File: src/design/periph_defs.svh
// Purpose: offsets, field positions and reset values of the peripheral map
// Assumes: register indexes; the bus byte address is four times the index
// Notes:   included by the package and by the register block
`ifndef PERIPH_DEFS_SVH
`define PERIPH_DEFS_SVH

`define ADR_W        10
`define IDX_W        8
`define NIB_W        4

// memory window: nibble RAM, then segment latches
`define OFS_RAM_LO   8'h00
`define OFS_RAM_HI   8'h3F
`define OFS_SEG_LO   8'h40
`define OFS_SEG_HI   8'h4F
`define MEM_DEPTH    80

`define OFS_PA       8'h50
`define OFS_PB_DIR   8'h51
`define OFS_PB_DATA  8'h52
`define OFS_COMP     8'h53
`define OFS_CNT_C1   8'h5B
`define OFS_CNT_C2   8'h5C
`define OFS_CNT_L    8'h5D
`define OFS_CNT_M    8'h5E
`define OFS_CNT_H    8'h5F
`define OFS_MS_C1    8'h60
`define OFS_MS_C2    8'h61
`define OFS_MS_L     8'h62
`define OFS_MS_M     8'h63
`define OFS_MS_H     8'h64
`define OFS_MASK1    8'h65
`define OFS_MASK2    8'h66
`define OFS_MASK3    8'h67
`define OFS_IRQ1     8'h68
`define OFS_IRQ2     8'h69
`define OFS_LCD1     8'h71
`define OFS_LCD2     8'h72

// second display control: blank, off, four-phase set; bias bit by POR only
`define LCD2_RESET   4'hE
`define LCD2_EXT     0
`define LCD2_MUX4    1
`define LCD2_OFF     2
`define LCD2_BLANK   3

`endif

File: src/design/periph_pkg.sv
// Purpose: types shared by the peripheral register block
// Assumes: periph_defs.svh gives widths
// Notes:   every state of the block but the nibble memory lives in state_type
package periph_pkg;
`include "periph_defs.svh"

    typedef struct packed {
        logic              cyc;
        logic              stb;
        logic              we;
        logic [`ADR_W-1:0] adr;
        logic [3:0]        sel;
        logic [31:0]       dat;
    } wb_req_type;

    typedef struct packed {
        logic [3:0] pb_dir;
        logic [3:0] pb_data;
        logic [1:0] comp_ctl;
        logic [3:0] cnt_ctl1;
        logic [3:1] cnt_ctl2;
        logic [9:0] reload;
        logic [1:0] width_sel;
        logic [3:1] ms_ctl1;
        logic [3:1] ms_ctl2;
        logic [3:0] mask1;
        logic [3:0] mask2;
        logic [3:0] mask3;
        logic       cnt_load;
        logic       ms_clear;
    } ctrl_type;

    typedef struct packed {
        logic       pend;
        logic       ack;
        logic [3:0] dat;
        logic [1:0] lcd1;
        logic [3:0] lcd2;
        logic [3:0] irq1;
        logic [3:0] irq2;
        ctrl_type   ctrl;
        logic       pump_clk;
        logic       pwr_down;
        logic       irq_req;
    } state_type;

endpackage : periph_pkg

File: src/design/nibble_mem.sv
// Purpose: nibble store for the RAM and the segment latches
// Assumes: one port; write and read share the address
// Notes:   read data comes out of a register one edge after the address
`timescale 1ns/1ns
module nibble_mem #(
    parameter int DEPTH = 80,
    parameter int WIDTH = 4
) (
    input  wire logic                     clk_i,
    input  wire logic [$clog2(DEPTH)-1:0] addr_i,
    input  wire logic                     we_i,
    input  wire logic [WIDTH-1:0]         wdata_i,
    output logic      [WIDTH-1:0]         rdata_o
);
    generate
        if (DEPTH < 2 || WIDTH < 1) begin : g_bad
            $error("nibble_mem: depth or width too small");
        end
    endgenerate

    logic [WIDTH-1:0] store_q [DEPTH];

    // contents are not reset, as on the real part
    always_ff @(posedge clk_i) begin
        if (we_i) begin
            store_q[addr_i] <= wdata_i;
        end
        rdata_o <= store_q[addr_i];
    end
endmodule : nibble_mem

File: src/design/peripheral_register_map.sv
// Purpose: peripheral register map of a 4-bit controller, classic Wishbone
// Assumes: 10 MHz clk_i, synchronous resets, inputs synchronous to clk_i
// Notes:   nibble data in bits 3:0 of the word, upper bits read zero;
//          ack comes two edges after the request is seen
`timescale 1ns/1ns
`include "periph_defs.svh"

////////////////////////////////////////////////////////////////////////////
// Notes on behaviour
// - clock select picks 512/256/128/64 Hz tap
// - first display control: select bits 1:0, reset 0
// - blank bit resets one, turns segments off
// - off bit resets one, stops voltage multiplier
// - mux bit resets one; clear drops fourth backplane
// - external bias bit cleared by power-on only
// - external bias disables regulator, floats bias pins
// - reset values apply at power-on and system reset
// - 0x50 reads live input port levels
// - 0x51 direction bits, reset zero means inputs
// - 0x52 writes latches, reads pin levels
// - 0x53 comparator select, enable, live result
// - 0x5B counter frequency and direction, reset zero
// - 0x5C load pulse, compare, event, start bits
// - 0x5D-0x5F read count, write reload and width
// - 0x60 bit0 clears millisecond counter, reads zero
// - 0x61 bit0 one-second flag, three control bits
// - 0x62-0x64 read BCD count, writes ignored
// - masks 0x65-0x67 active low, reset zero
// - status reads pending, write one clears
// - 0x69 comparator, blink, 32/8, 1 Hz flags
module peripheral_register_map
    import periph_pkg::*;
#(
    parameter int MEM_DEPTH = `MEM_DEPTH
) (
    input  wire logic        clk_i,
    input  wire logic        rst_i,
    input  wire logic        por_i,
    input  wire wb_req_type  wb_i,
    output logic             ack_o,
    output logic [31:0]      dat_o,
    input  wire logic [3:0]  pa_i,
    input  wire logic [3:0]  pb_i,
    output logic      [3:0]  pb_o,
    output logic      [3:0]  pb_oe_o,
    input  wire logic        comp_result_i,
    input  wire logic [9:0]  count_i,
    input  wire logic [11:0] ms_count_i,
    input  wire logic        one_second_i,
    input  wire logic [7:0]  irq_event_i,
    input  wire logic [3:0]  pump_taps_i,
    output ctrl_type         ctrl_o,
    output logic             segments_off_o,
    output logic             display_power_down_o,
    output logic             fourth_backplane_off_o,
    output logic             bias_hiz_o,
    output logic             pump_clock_o,
    output logic             irq_req_o
);
    generate
        if (MEM_DEPTH != `MEM_DEPTH) begin : g_bad
            $error("peripheral_register_map: memory depth must be 80");
        end
    endgenerate

    ////////////////////////////////////////////////////////////////////////
    // decode helpers

    function automatic logic is_mem(input logic [`IDX_W-1:0] idx);
        is_mem = (idx <= `OFS_SEG_HI);
    endfunction : is_mem

    state_type                    q;
    state_type                    d;
    logic [`IDX_W-1:0]            idx;
    logic                         req;
    logic                         wr;
    logic [3:0]                   wdat;
    logic [3:0]                   mem_rdata;
    logic                         mem_we;
    logic [$clog2(MEM_DEPTH)-1:0] mem_addr;

    assign idx  = wb_i.adr[`ADR_W-1:2];
    assign req  = wb_i.cyc & wb_i.stb;
    assign wr   = wb_i.we & wb_i.sel[0];
    assign wdat = wb_i.dat[3:0];

    // memory is read at the first edge and written at the answer edge
    assign mem_addr = is_mem(idx) ? idx[$clog2(MEM_DEPTH)-1:0] : '0;
    assign mem_we   = q.pend & wr & is_mem(idx);

    nibble_mem #(
        .DEPTH (MEM_DEPTH),
        .WIDTH (`NIB_W)
    ) u_mem (
        .clk_i   (clk_i),
        .addr_i  (mem_addr),
        .we_i    (mem_we),
        .wdata_i (wdat),
        .rdata_o (mem_rdata)
    );

    ////////////////////////////////////////////////////////////////////////
    // next state

    always_comb begin
        logic [3:0] rd;
        logic [3:0] clr1;
        logic [3:0] clr2;
        rd   = 4'h0;
        clr1 = 4'h0;
        clr2 = 4'h0;
        d    = q;
        d.ack = 1'b0;
        d.ctrl.cnt_load = 1'b0;
        d.ctrl.ms_clear = 1'b0;

        if (req && !q.pend && !q.ack) begin
            d.pend = 1'b1;
        end

        if (q.pend) begin
            d.pend = 1'b0;
            d.ack  = 1'b1;
            case (idx)
                `OFS_PA:      rd = pa_i;
                `OFS_PB_DIR:  rd = q.ctrl.pb_dir;
                `OFS_PB_DATA: rd = pb_i;
                `OFS_COMP:    rd = {1'b0, comp_result_i,
                                    q.ctrl.comp_ctl};
                `OFS_CNT_C1:  rd = q.ctrl.cnt_ctl1;
                `OFS_CNT_C2:  rd = {q.ctrl.cnt_ctl2, 1'b0};
                `OFS_CNT_L:   rd = count_i[3:0];
                `OFS_CNT_M:   rd = count_i[7:4];
                `OFS_CNT_H:   rd = {q.ctrl.width_sel, count_i[9:8]};
                `OFS_MS_C1:   rd = {q.ctrl.ms_ctl1, 1'b0};
                `OFS_MS_C2:   rd = {q.ctrl.ms_ctl2, one_second_i};
                `OFS_MS_L:    rd = ms_count_i[3:0];
                `OFS_MS_M:    rd = ms_count_i[7:4];
                `OFS_MS_H:    rd = ms_count_i[11:8];
                `OFS_MASK1:   rd = q.ctrl.mask1;
                `OFS_MASK2:   rd = q.ctrl.mask2;
                `OFS_MASK3:   rd = q.ctrl.mask3;
                `OFS_IRQ1:    rd = q.irq1;
                `OFS_IRQ2:    rd = q.irq2;
                `OFS_LCD1:    rd = {2'h0, q.lcd1};
                `OFS_LCD2:    rd = q.lcd2;
                default:      rd = is_mem(idx) ? mem_rdata : 4'h0;
            endcase
            d.dat = wb_i.we ? 4'h0 : rd;

            if (wr) begin
                case (idx)
                    `OFS_PB_DIR:  d.ctrl.pb_dir = wdat;
                    `OFS_PB_DATA: d.ctrl.pb_data = wdat;
                    `OFS_COMP:    d.ctrl.comp_ctl = wdat[1:0];
                    `OFS_CNT_C1:  d.ctrl.cnt_ctl1 = wdat;
                    `OFS_CNT_C2: begin
                        d.ctrl.cnt_ctl2 = wdat[3:1];
                        d.ctrl.cnt_load = wdat[0];
                    end
                    `OFS_CNT_L:   d.ctrl.reload[3:0] = wdat;
                    `OFS_CNT_M:   d.ctrl.reload[7:4] = wdat;
                    `OFS_CNT_H: begin
                        d.ctrl.reload[9:8] = wdat[1:0];
                        d.ctrl.width_sel = wdat[3:2];
                    end
                    `OFS_MS_C1: begin
                        d.ctrl.ms_ctl1  = wdat[3:1];
                        d.ctrl.ms_clear = wdat[0];
                    end
                    `OFS_MS_C2:   d.ctrl.ms_ctl2 = wdat[3:1];
                    `OFS_MASK1:   d.ctrl.mask1 = wdat;
                    `OFS_MASK2:   d.ctrl.mask2 = wdat;
                    `OFS_MASK3:   d.ctrl.mask3 = wdat;
                    `OFS_IRQ1:    clr1 = wdat;
                    `OFS_IRQ2:    clr2 = wdat;
                    `OFS_LCD1:    d.lcd1 = wdat[1:0];
                    `OFS_LCD2:    d.lcd2 = wdat;
                    // read-only count nibbles and port A drop the write
                    default:      d.lcd1 = q.lcd1;
                endcase
            end
        end

        // a new event in the clearing cycle keeps its flag
        d.irq1 = (q.irq1 & ~clr1) | irq_event_i[3:0];
        d.irq2 = (q.irq2 & ~clr2) | irq_event_i[7:4];

        if (rst_i || por_i) begin
            d       = '0;
            d.lcd2  = `LCD2_RESET;
            // system reset alone keeps the bias source choice
            d.lcd2[`LCD2_EXT] = por_i ? 1'b0 : q.lcd2[`LCD2_EXT];
        end

        // outputs derived here so that each leaves from a flip-flop
        d.pwr_down = d.lcd2[`LCD2_OFF] | d.lcd2[`LCD2_EXT];
        d.pump_clk = pump_taps_i[d.lcd1] & ~d.pwr_down;
        // a mask bit of zero blocks its source
        d.irq_req  = |({d.irq2, d.irq1}
                       & {d.ctrl.mask2, d.ctrl.mask1});
    end

    always_ff @(posedge clk_i) begin
        q <= d;
    end

    ////////////////////////////////////////////////////////////////////////
    // outputs

    assign ack_o                  = q.ack;
    assign dat_o                  = {28'h000_0000, q.dat};
    assign pb_o                   = q.ctrl.pb_data;
    assign pb_oe_o                = q.ctrl.pb_dir;
    assign ctrl_o                 = q.ctrl;
    assign segments_off_o         = q.lcd2[`LCD2_BLANK];
    assign display_power_down_o   = q.pwr_down;
    assign fourth_backplane_off_o = ~q.lcd2[`LCD2_MUX4];
    assign bias_hiz_o             = q.lcd2[`LCD2_EXT];
    assign pump_clock_o           = q.pump_clk;
    assign irq_req_o              = q.irq_req;

    function automatic logic rd_zero_gate(input logic [3:0] v);
        rd_zero_gate = (v != 4'h0);
    endfunction : rd_zero_gate
endmodule : peripheral_register_map

File: config.mk
export PLATFORM = sky130hd
export DESIGN_NAME = peripheral_register_map
export DESIGN_NICKNAME = d
export VERILOG_FILES = /design/src/design/periph_pkg.sv /design/src/design/nibble_mem.sv /design/src/design/peripheral_register_map.sv
export VERILOG_INCLUDE_DIRS = /design/src /design/src/design
export SDC_FILE = /design/constraint.sdc
export NUM_CORES = 1
export LEC_CHECK = 0
export BUFFER_PORTS_ARGS = -buffer_cell sky130_fd_sc_hd__buf_2
export CORE_AREA = 8 8 185 187
export DETAILED_ROUTE_END_ITERATION = 8
export DIE_AREA = 0 0 193 195
export PLACE_DENSITY = 0.75
export REMOVE_ABC_BUFFERS = 1
export SYNTH_ARGS = -nofsm -noshare
export SYNTH_HDL_FRONTEND = slang
export SYNTH_SLANG_ARGS = --single-unit
File: constraint.sdc
create_clock -name clk_i -period 3.7 [get_ports clk_i]
set_input_delay 0.37 -clock clk_i [delete_from_list [all_inputs] [get_ports clk_i]]
set_output_delay 0.37 -clock clk_i [all_outputs]
set_load 0.02 [all_outputs]
### Word-level counts from Yosys, hierarchy flattened

Memories as Yosys holds them, arrays and structs flattened. A register that Yosys moved wholly into a read port is not among the register bits.
Index checks and enable logic that the tools add are counted.

| cells by class | value |
|---|---|
| eq/ne operators | 21 |
| multiplexer cells | 39 |
| reduce and logical (&&, ||, !) cells | 21 |
| $lt $le $gt $ge | 2 |
| bitwise gates (word level) | 19 |

Operators with widths:

| kind | number |
|---|---|
| $eq A8 B7 Y1 const B | 21 |
| $mux W49 | 2 |
| $pmux W4 S21 | 1 |
| $mux W4 | 17 |
| $mux W66 | 1 |
| $reduce_and A3 Y1 | 12 |
| $mux W11 | 1 |
| $mux W3 | 3 |
| $and A4 B4 Y4 | 2 |
| $and A8 B8 Y8 | 1 |
| $le A8 B7 Y1 const B | 1 |
| $mux W2 | 4 |
| $not A4 Y4 | 2 |
| $or A4 B4 Y4 | 2 |
| $reduce_or A4 Y1 | 2 |
| $reduce_or A8 Y1 | 1 |
| $mux W1 | 7 |
| $mux W7 | 1 |
| $mux W6 | 1 |
| $not A1 Y1 | 6 |
| $and A1 B1 Y1 | 5 |
| $lt A2 B3 Y1 const B | 1 |
| $bmux W1 S2 | 1 |
| $logic_and A1 B1 Y1 | 2 |
| other kinds (4) | 5 |

| word-level totals | value |
|---|---|
| memory bits (writable) | 320 |
| memories | 1 |
| output and inout bits | 96 |
| logic and storage cells | 130 |
| register bits | 72 |
| bits of input ports | 96 |

Memory list:

| memory | depth | bits a word | read ports | clocked after memory_dff | wr ports | RTL line | text |
|---|---|---|---|---|---|---|---|
| u_mem.store_q | 80 | 4 | 1 | 1 | 1 | nibble_mem.sv:21 | `logic [WIDTH-1:0] store_q [DEPTH];` |

### Depth between registers and ports, before layout

| depth | value |
|---|---|
| word-level depth | 11 |
| mapped depth | 10 |
| mapped depth without buffers | 7 |

### By module

From an unflattened synthesis, not the netlist that was laid out.

| unflattened totals | value |
|---|---|
| cells, all modules | 1280 |
| area, all modules | 17504.3 µm² |

Modules (own cells, without submodules):

| module | area each (µm²) | seq. area each (µm²) | instances | cells an instance |
|---|---|---|---|---|
| nibble_mem | 12998.7 | 9689.3 | 1 | 763 |
| peripheral_register_map | 4505.6 | 1441.4 | 1 | 517 |

### Worst setup path after synthesis

OpenSTA, ideal clock, no wires.

| path | value |
|---|---|
| kind | input to register |
| start | in wb_i[42] (netlist bit) |
| end | mem u_mem.store_q[44][0], enable pin |
| arrival | 2.051 ns |
| setup time | 0.377 ns |
| path slack | 1.272 ns |
| required time | 3.323 ns |
| cell stages on the path | 8 |
| buffers on the path | 2 |
| path through | buf_6 o21a_4 buf_2 nor2_1 nand2_1 nor2_1 nand3_1 nor4_1 |

| between the ends | value |
|---|---|
| longest elaborated chain between the ends | 4 |
| elaborated cells on any way between the ends | 5 |
| those cells by class | order compare (1); mux (3); bitwise (1) |

Ends and longest elaborated chain:

| element | RTL line | text |
|---|---|---|
| start, declared | peripheral_register_map.sv:39 | `input wire wb_req_type wb_i,` |
| $le A8 B7 Y1 (no source line) | - |  |
| $and A1 B1 Y1 | peripheral_register_map.sv:90 | `assign mem_we = q.pend & wr & is_mem(idx);` |
| $mux W1 | nibble_mem.sv:25 | `if (we_i) begin` |
| $mux W1 (not written as such) | nibble_mem.sv:26 | `store_q[addr_i] <= wdata_i;` |
| end, declared | nibble_mem.sv:21 |  |

Parallel ways exist; a longest one is shown, timed or not.

### Final worst setup path

| path | value |
|---|---|
| start | in wb_i[40] (netlist bit) |
| end | reg u_mem.rdata_o[0], read port of u_mem.store_q |

| between the ends | value |
|---|---|
| longest elaborated chain between the ends | 2 |

Ends and longest elaborated chain:

| element | RTL line | text |
|---|---|---|
| $le A8 B7 Y1 (no source line) | - |  |
| $mux W7 * | peripheral_register_map.sv:89 | `assign mem_addr = is_mem(idx) ? idx[$clog2(MEM_DEPTH)-1:0] : '0;` |
| end, declared | nibble_mem.sv:13 | `output logic [WIDTH-1:0] rdata_o` |

Every way passes the cells marked *; elsewhere a longest branch is shown, timed or not.
A chain may end at the register's enable or synchronous reset.

==> metrics.md <==
| Metric | Value |
|---|---|
| Slew Limit Fails | `0` |
| Global Route met2 Usage | `41.3%` |
| First-pass GRT wire length | `74500 um` |
| Yosys warns | `0` |
| Seq cells post-synth | `around 400` |
| Startpoint Class | `input port` |
| Effective utilization at floorplan | `between 50% and 60%` |
| DP Wirelength | `roughly 34000 um` |
| Sw frac | `a little under a quarter` |
| Synth cell types | `between 70 and 80` |
| DIE HEIGHT | `195 um` |
| Tightest Pin Transition | `approximately 1.1 ns` |
| CTS tree | `done` |
| Fmax | `roughly 0.34 GHz` |
| Post-synth EDFFs | `320` |
| Min Clock Period, post-route | `between 2 and 3 ns` |
| DRC | `0` |
| Met3 Resource Use GR | `under 10%` |
| Total I/O pin count | `roughly 190` |
| Post-synthesis sequential area ratio | `between 60 and 70%` |
| Worst skew pair latency | `around 0.55 ns` |
| Overflow after GRT | `0` |
| Share of layout cells above drive strength 1 | `20.2%` |
| Hold-fix buffers, CTS | `0` |
| Die X-Extent | `between 150 and 200 um` |
| Final hold vios | `0` |
| Clock buffer depth | `3` |
| Total number of vias | `approximately 12000` |
| HP Class | `in -> reg` |
| Setup Skew | `between 0.015 and 0.02 ns` |
| Reg2reg setup slack | `a little under 0.9 ns` |
| Port Buf Inserts | `130` |
| Final setup fails | `0` |
| Worst min-delay path endpoint | `bias_hiz_o$_DFF_P_` |
| Critical path peak fanout | `18` |
| Int Power | `between 0.007 and 0.008 W` |
| FF-to-FF path depth | `6` |
| Vias/cell | `between 6 and 7` |
| Fillers | `between 2000 and 2500` |
| Inserted Diodes | `0` |
| Nets | `1524` |
| Core footprint | `between 30000 and 40000 um^2` |
| Period utilisation layout | `between 80 and 90%` |
| Req. time, crit path | `4.13 ns` |
| Clk network pwr share | `a little over two fifths` |
| Largest net degree at the start of global routing | `81` |
| Mean Syn Cell Area | `12.8 um^2` |
| CTS H-tree lvls | `2` |
| Total CTS buffers | `42` |
| Async S/R FF share, synth | `0%` |
| Met1 Usage GRT | `roughly a third` |
| Drt first-iter violations | `1845` |
| Max VDD drop | `between 0.0004 and 0.0005 V` |
| Slew Limit Headroom | `between 20 and 25%` |
| Flop pwr share | `50.7%` |
| Routed Antenna Nets | `0` |
| Post-CTS Setup Bufs | `0` |
| Routed wire length | `just over 50000 um` |
| Post-synthesis cell count | `around 1300` |
| Crit path DAT | `about 3.4 ns` |
| Wire length per cell | `27.2 um` |
| CP Class | `in -> reg` |
| Mapped cell area | `~17000 um^2` |
| GR peak layer | `met2` |
| PwrDens | `between 400 and 500 nW/um^2` |
| Total Die Area | `37600 um^2` |
| Psw | `~0.0022 W` |
| Max-cap violation count | `0` |
| 1st-pass router iterations | `7` |
| CTS resizes | `0` |
| CP endpoint kind | `flip-flop` |
| Main synth FF type | `edfxtp_1` |
| Initial antenna violation count | `3` |
| Site Rows | `65` |
| Layout area overhead | `12.7%` |
| Number of global-route vias before repair | `12029` |
| Tot GR Track Use | `between 20% and 30%` |
| Reg-to-reg startpoint | `q[71]$_SDFF_PP0_` |
| RD Place Congestion | `0.999` |
| Gate power share | `under 10%` |
| Clk root buf | `clkbuf_16` |
| Status | `complete, no violations` |
| Worst Hold Depth | `2` |
| Setup_tns | `0 ns` |
| RR Endpoint | `irq_req_o$_DFF_P_` |
| Final hold slack | `around 0.04 ns` |
| Leakage | `6.77 nW` |
| Hold Crit Start | `por_i` |
| Sink Count | `396` |
| Unrepaired setup endpoints after global routing | `false` |
| Reg clk slew, reported paths | `0.06 ns` |
[synth_stat cells, types with 6 or more instances]
library cell,n,share of area (%)
nand4_1,21,0.77
nand2b_1,8,0.29
and3_1,14,0.51
mux2i_1,69,4.1
a221oi_1,20,1.0
nor2_1,168,3.7
and2_1,7,0.26
or3_1,6,0.22
a22o_1,8,0.41
inv_1,7,0.15
a211oi_1,7,0.31
a22oi_1,33,1.5
a222oi_1,23,1.4
mux4_2,14,1.9
edfxtp_1,320,56
nand2_1,80,1.8
clkbuf_1,58,1.3
nor2b_1,17,0.62
a31oi_1,17,0.62
nor3_1,16,0.47
buf_4,89,3.9
mux2_2,12,0.79
buf_2,20,0.59
dfxtp_1,76,8.9
o21ai_0,30,0.88
a21oi_1,56,1.6
nand3_1,33,0.97
nor4_1,10,0.37
[power groups by stage]
stage / Combinational (W) / Clock, W / Sequential [W]
after CTS: 0.000554 / 0.00414 / 0.00483
after global routing: 0.000598 / 0.00431 / 0.00482
final: 0.000574 / 0.00412 / 0.00483
after global placement: 0.000547 / 0 / 0.00492
after floorplan: 0.000228 / 0 / 0.00492
after detailed placement: 0.000550 / 0 / 0.00492
[cell usage in the layout, fill, tap and decap left out, drive strengths merged, types with 18 or more instances in the layout]
master / Yosys / routed
a21oi: 56 / 56
a221oi: 20 / 20
a222oi: 23 / 23
a22oi: 33 / 33
buf: 113 / 200
clkbuf: 58 / 59
conb: 1 / 28
dfxtp: 76 / 76
edfxtp: 320 / 320
mux2i: 69 / 69
nand2: 80 / 80
nand3: 33 / 33
nand4: 21 / 21
nor2: 168 / 168
nor3: 18 / 18
o21ai: 31 / 31
[flip-flops by register name, summed over array words and instances, names as in the netlist, 4 cells and up]
name / cells
pb_oe_o: 4
dat_o: 4
q: 13
pb_o: 4
ctrl_o: 41
u_mem.rdata_o: 4
u_mem.store_q: 320
[critical path, cell delays in order]
cell      delay [ns]
buf_2           0.41
nand2b_1        0.32
nor3_2          0.93
a222oi_1        0.26
a31oi_1         0.46
o31a_1          0.24
o32ai_1         0.09
a21oi_1         0.29
[how the worst max path moves through the flow]
stage	cells past startpoint	slack (ns)	startpoint	end
final	8	0.73	wb_i[40]	u_mem.rdata_o[0]$_DFF_P_
after global routing	6	0.78	wb_i[42]	u_mem.store_q[42][1]$_DFFE_PP_
after CTS	8	0.91	wb_i[40]	u_mem.rdata_o[0]$_DFF_P_
after detailed placement	8	0.39	wb_i[40]	u_mem.rdata_o[0]$_DFF_P_
after global placement	8	0.42	wb_i[40]	u_mem.rdata_o[0]$_DFF_P_
after floorplan	4	1.13	wb_i[42]	u_mem.store_q[13][0]$_DFFE_PP_
[layer usage]
metal | wire (um) | part of all wire (%) | vias to the layer above
li1 | - | - | 5160
met1 | 18700 | 37 | 5919
met5 | 13 | 0.026 | -
met3 | 6470 | 13 | 187
met2 | 23300 | 46 | 948
met4 | 2380 | 4.7 | 2
[cell type report]
type                    instances  area, um^2  area share, %
multi-input cells             780        4980           25.9
clock inverters                19         218           1.13
clock buffers                  59        1130           5.91
repair buffers                200        1200           6.27
well taps                     402         503           2.62
flip-flops and latches        396       11100           58.0
inverters                       8        30.0          0.156
[cell families after synthesis]
logic type,count (synthesis),synth area share (%)
other cells,1,0.0220
compound gates,251,10.6
simple gates,406,11.3
flops,396,65.3
mux,95,6.70
buf+inv,179,6.10
[through the flow]
step	setup slack (ns)	instance area [um^2]	util (%)	cells	total power, W
after detailed placement	0.394	17800	57.1	1786	0.00547
after global placement	0.417	17800	57.1	1786	0.00547
after CTS	0.913	19200	61.5	1864	0.00952
after global routing	0.782	19200	61.5	1864	0.00973
after floorplan	1.13	16100	-	1184	0.00514
final	0.726	19200	61.5	1864	0.00952
No activity file was read; power rests on OpenSTA's default activity.
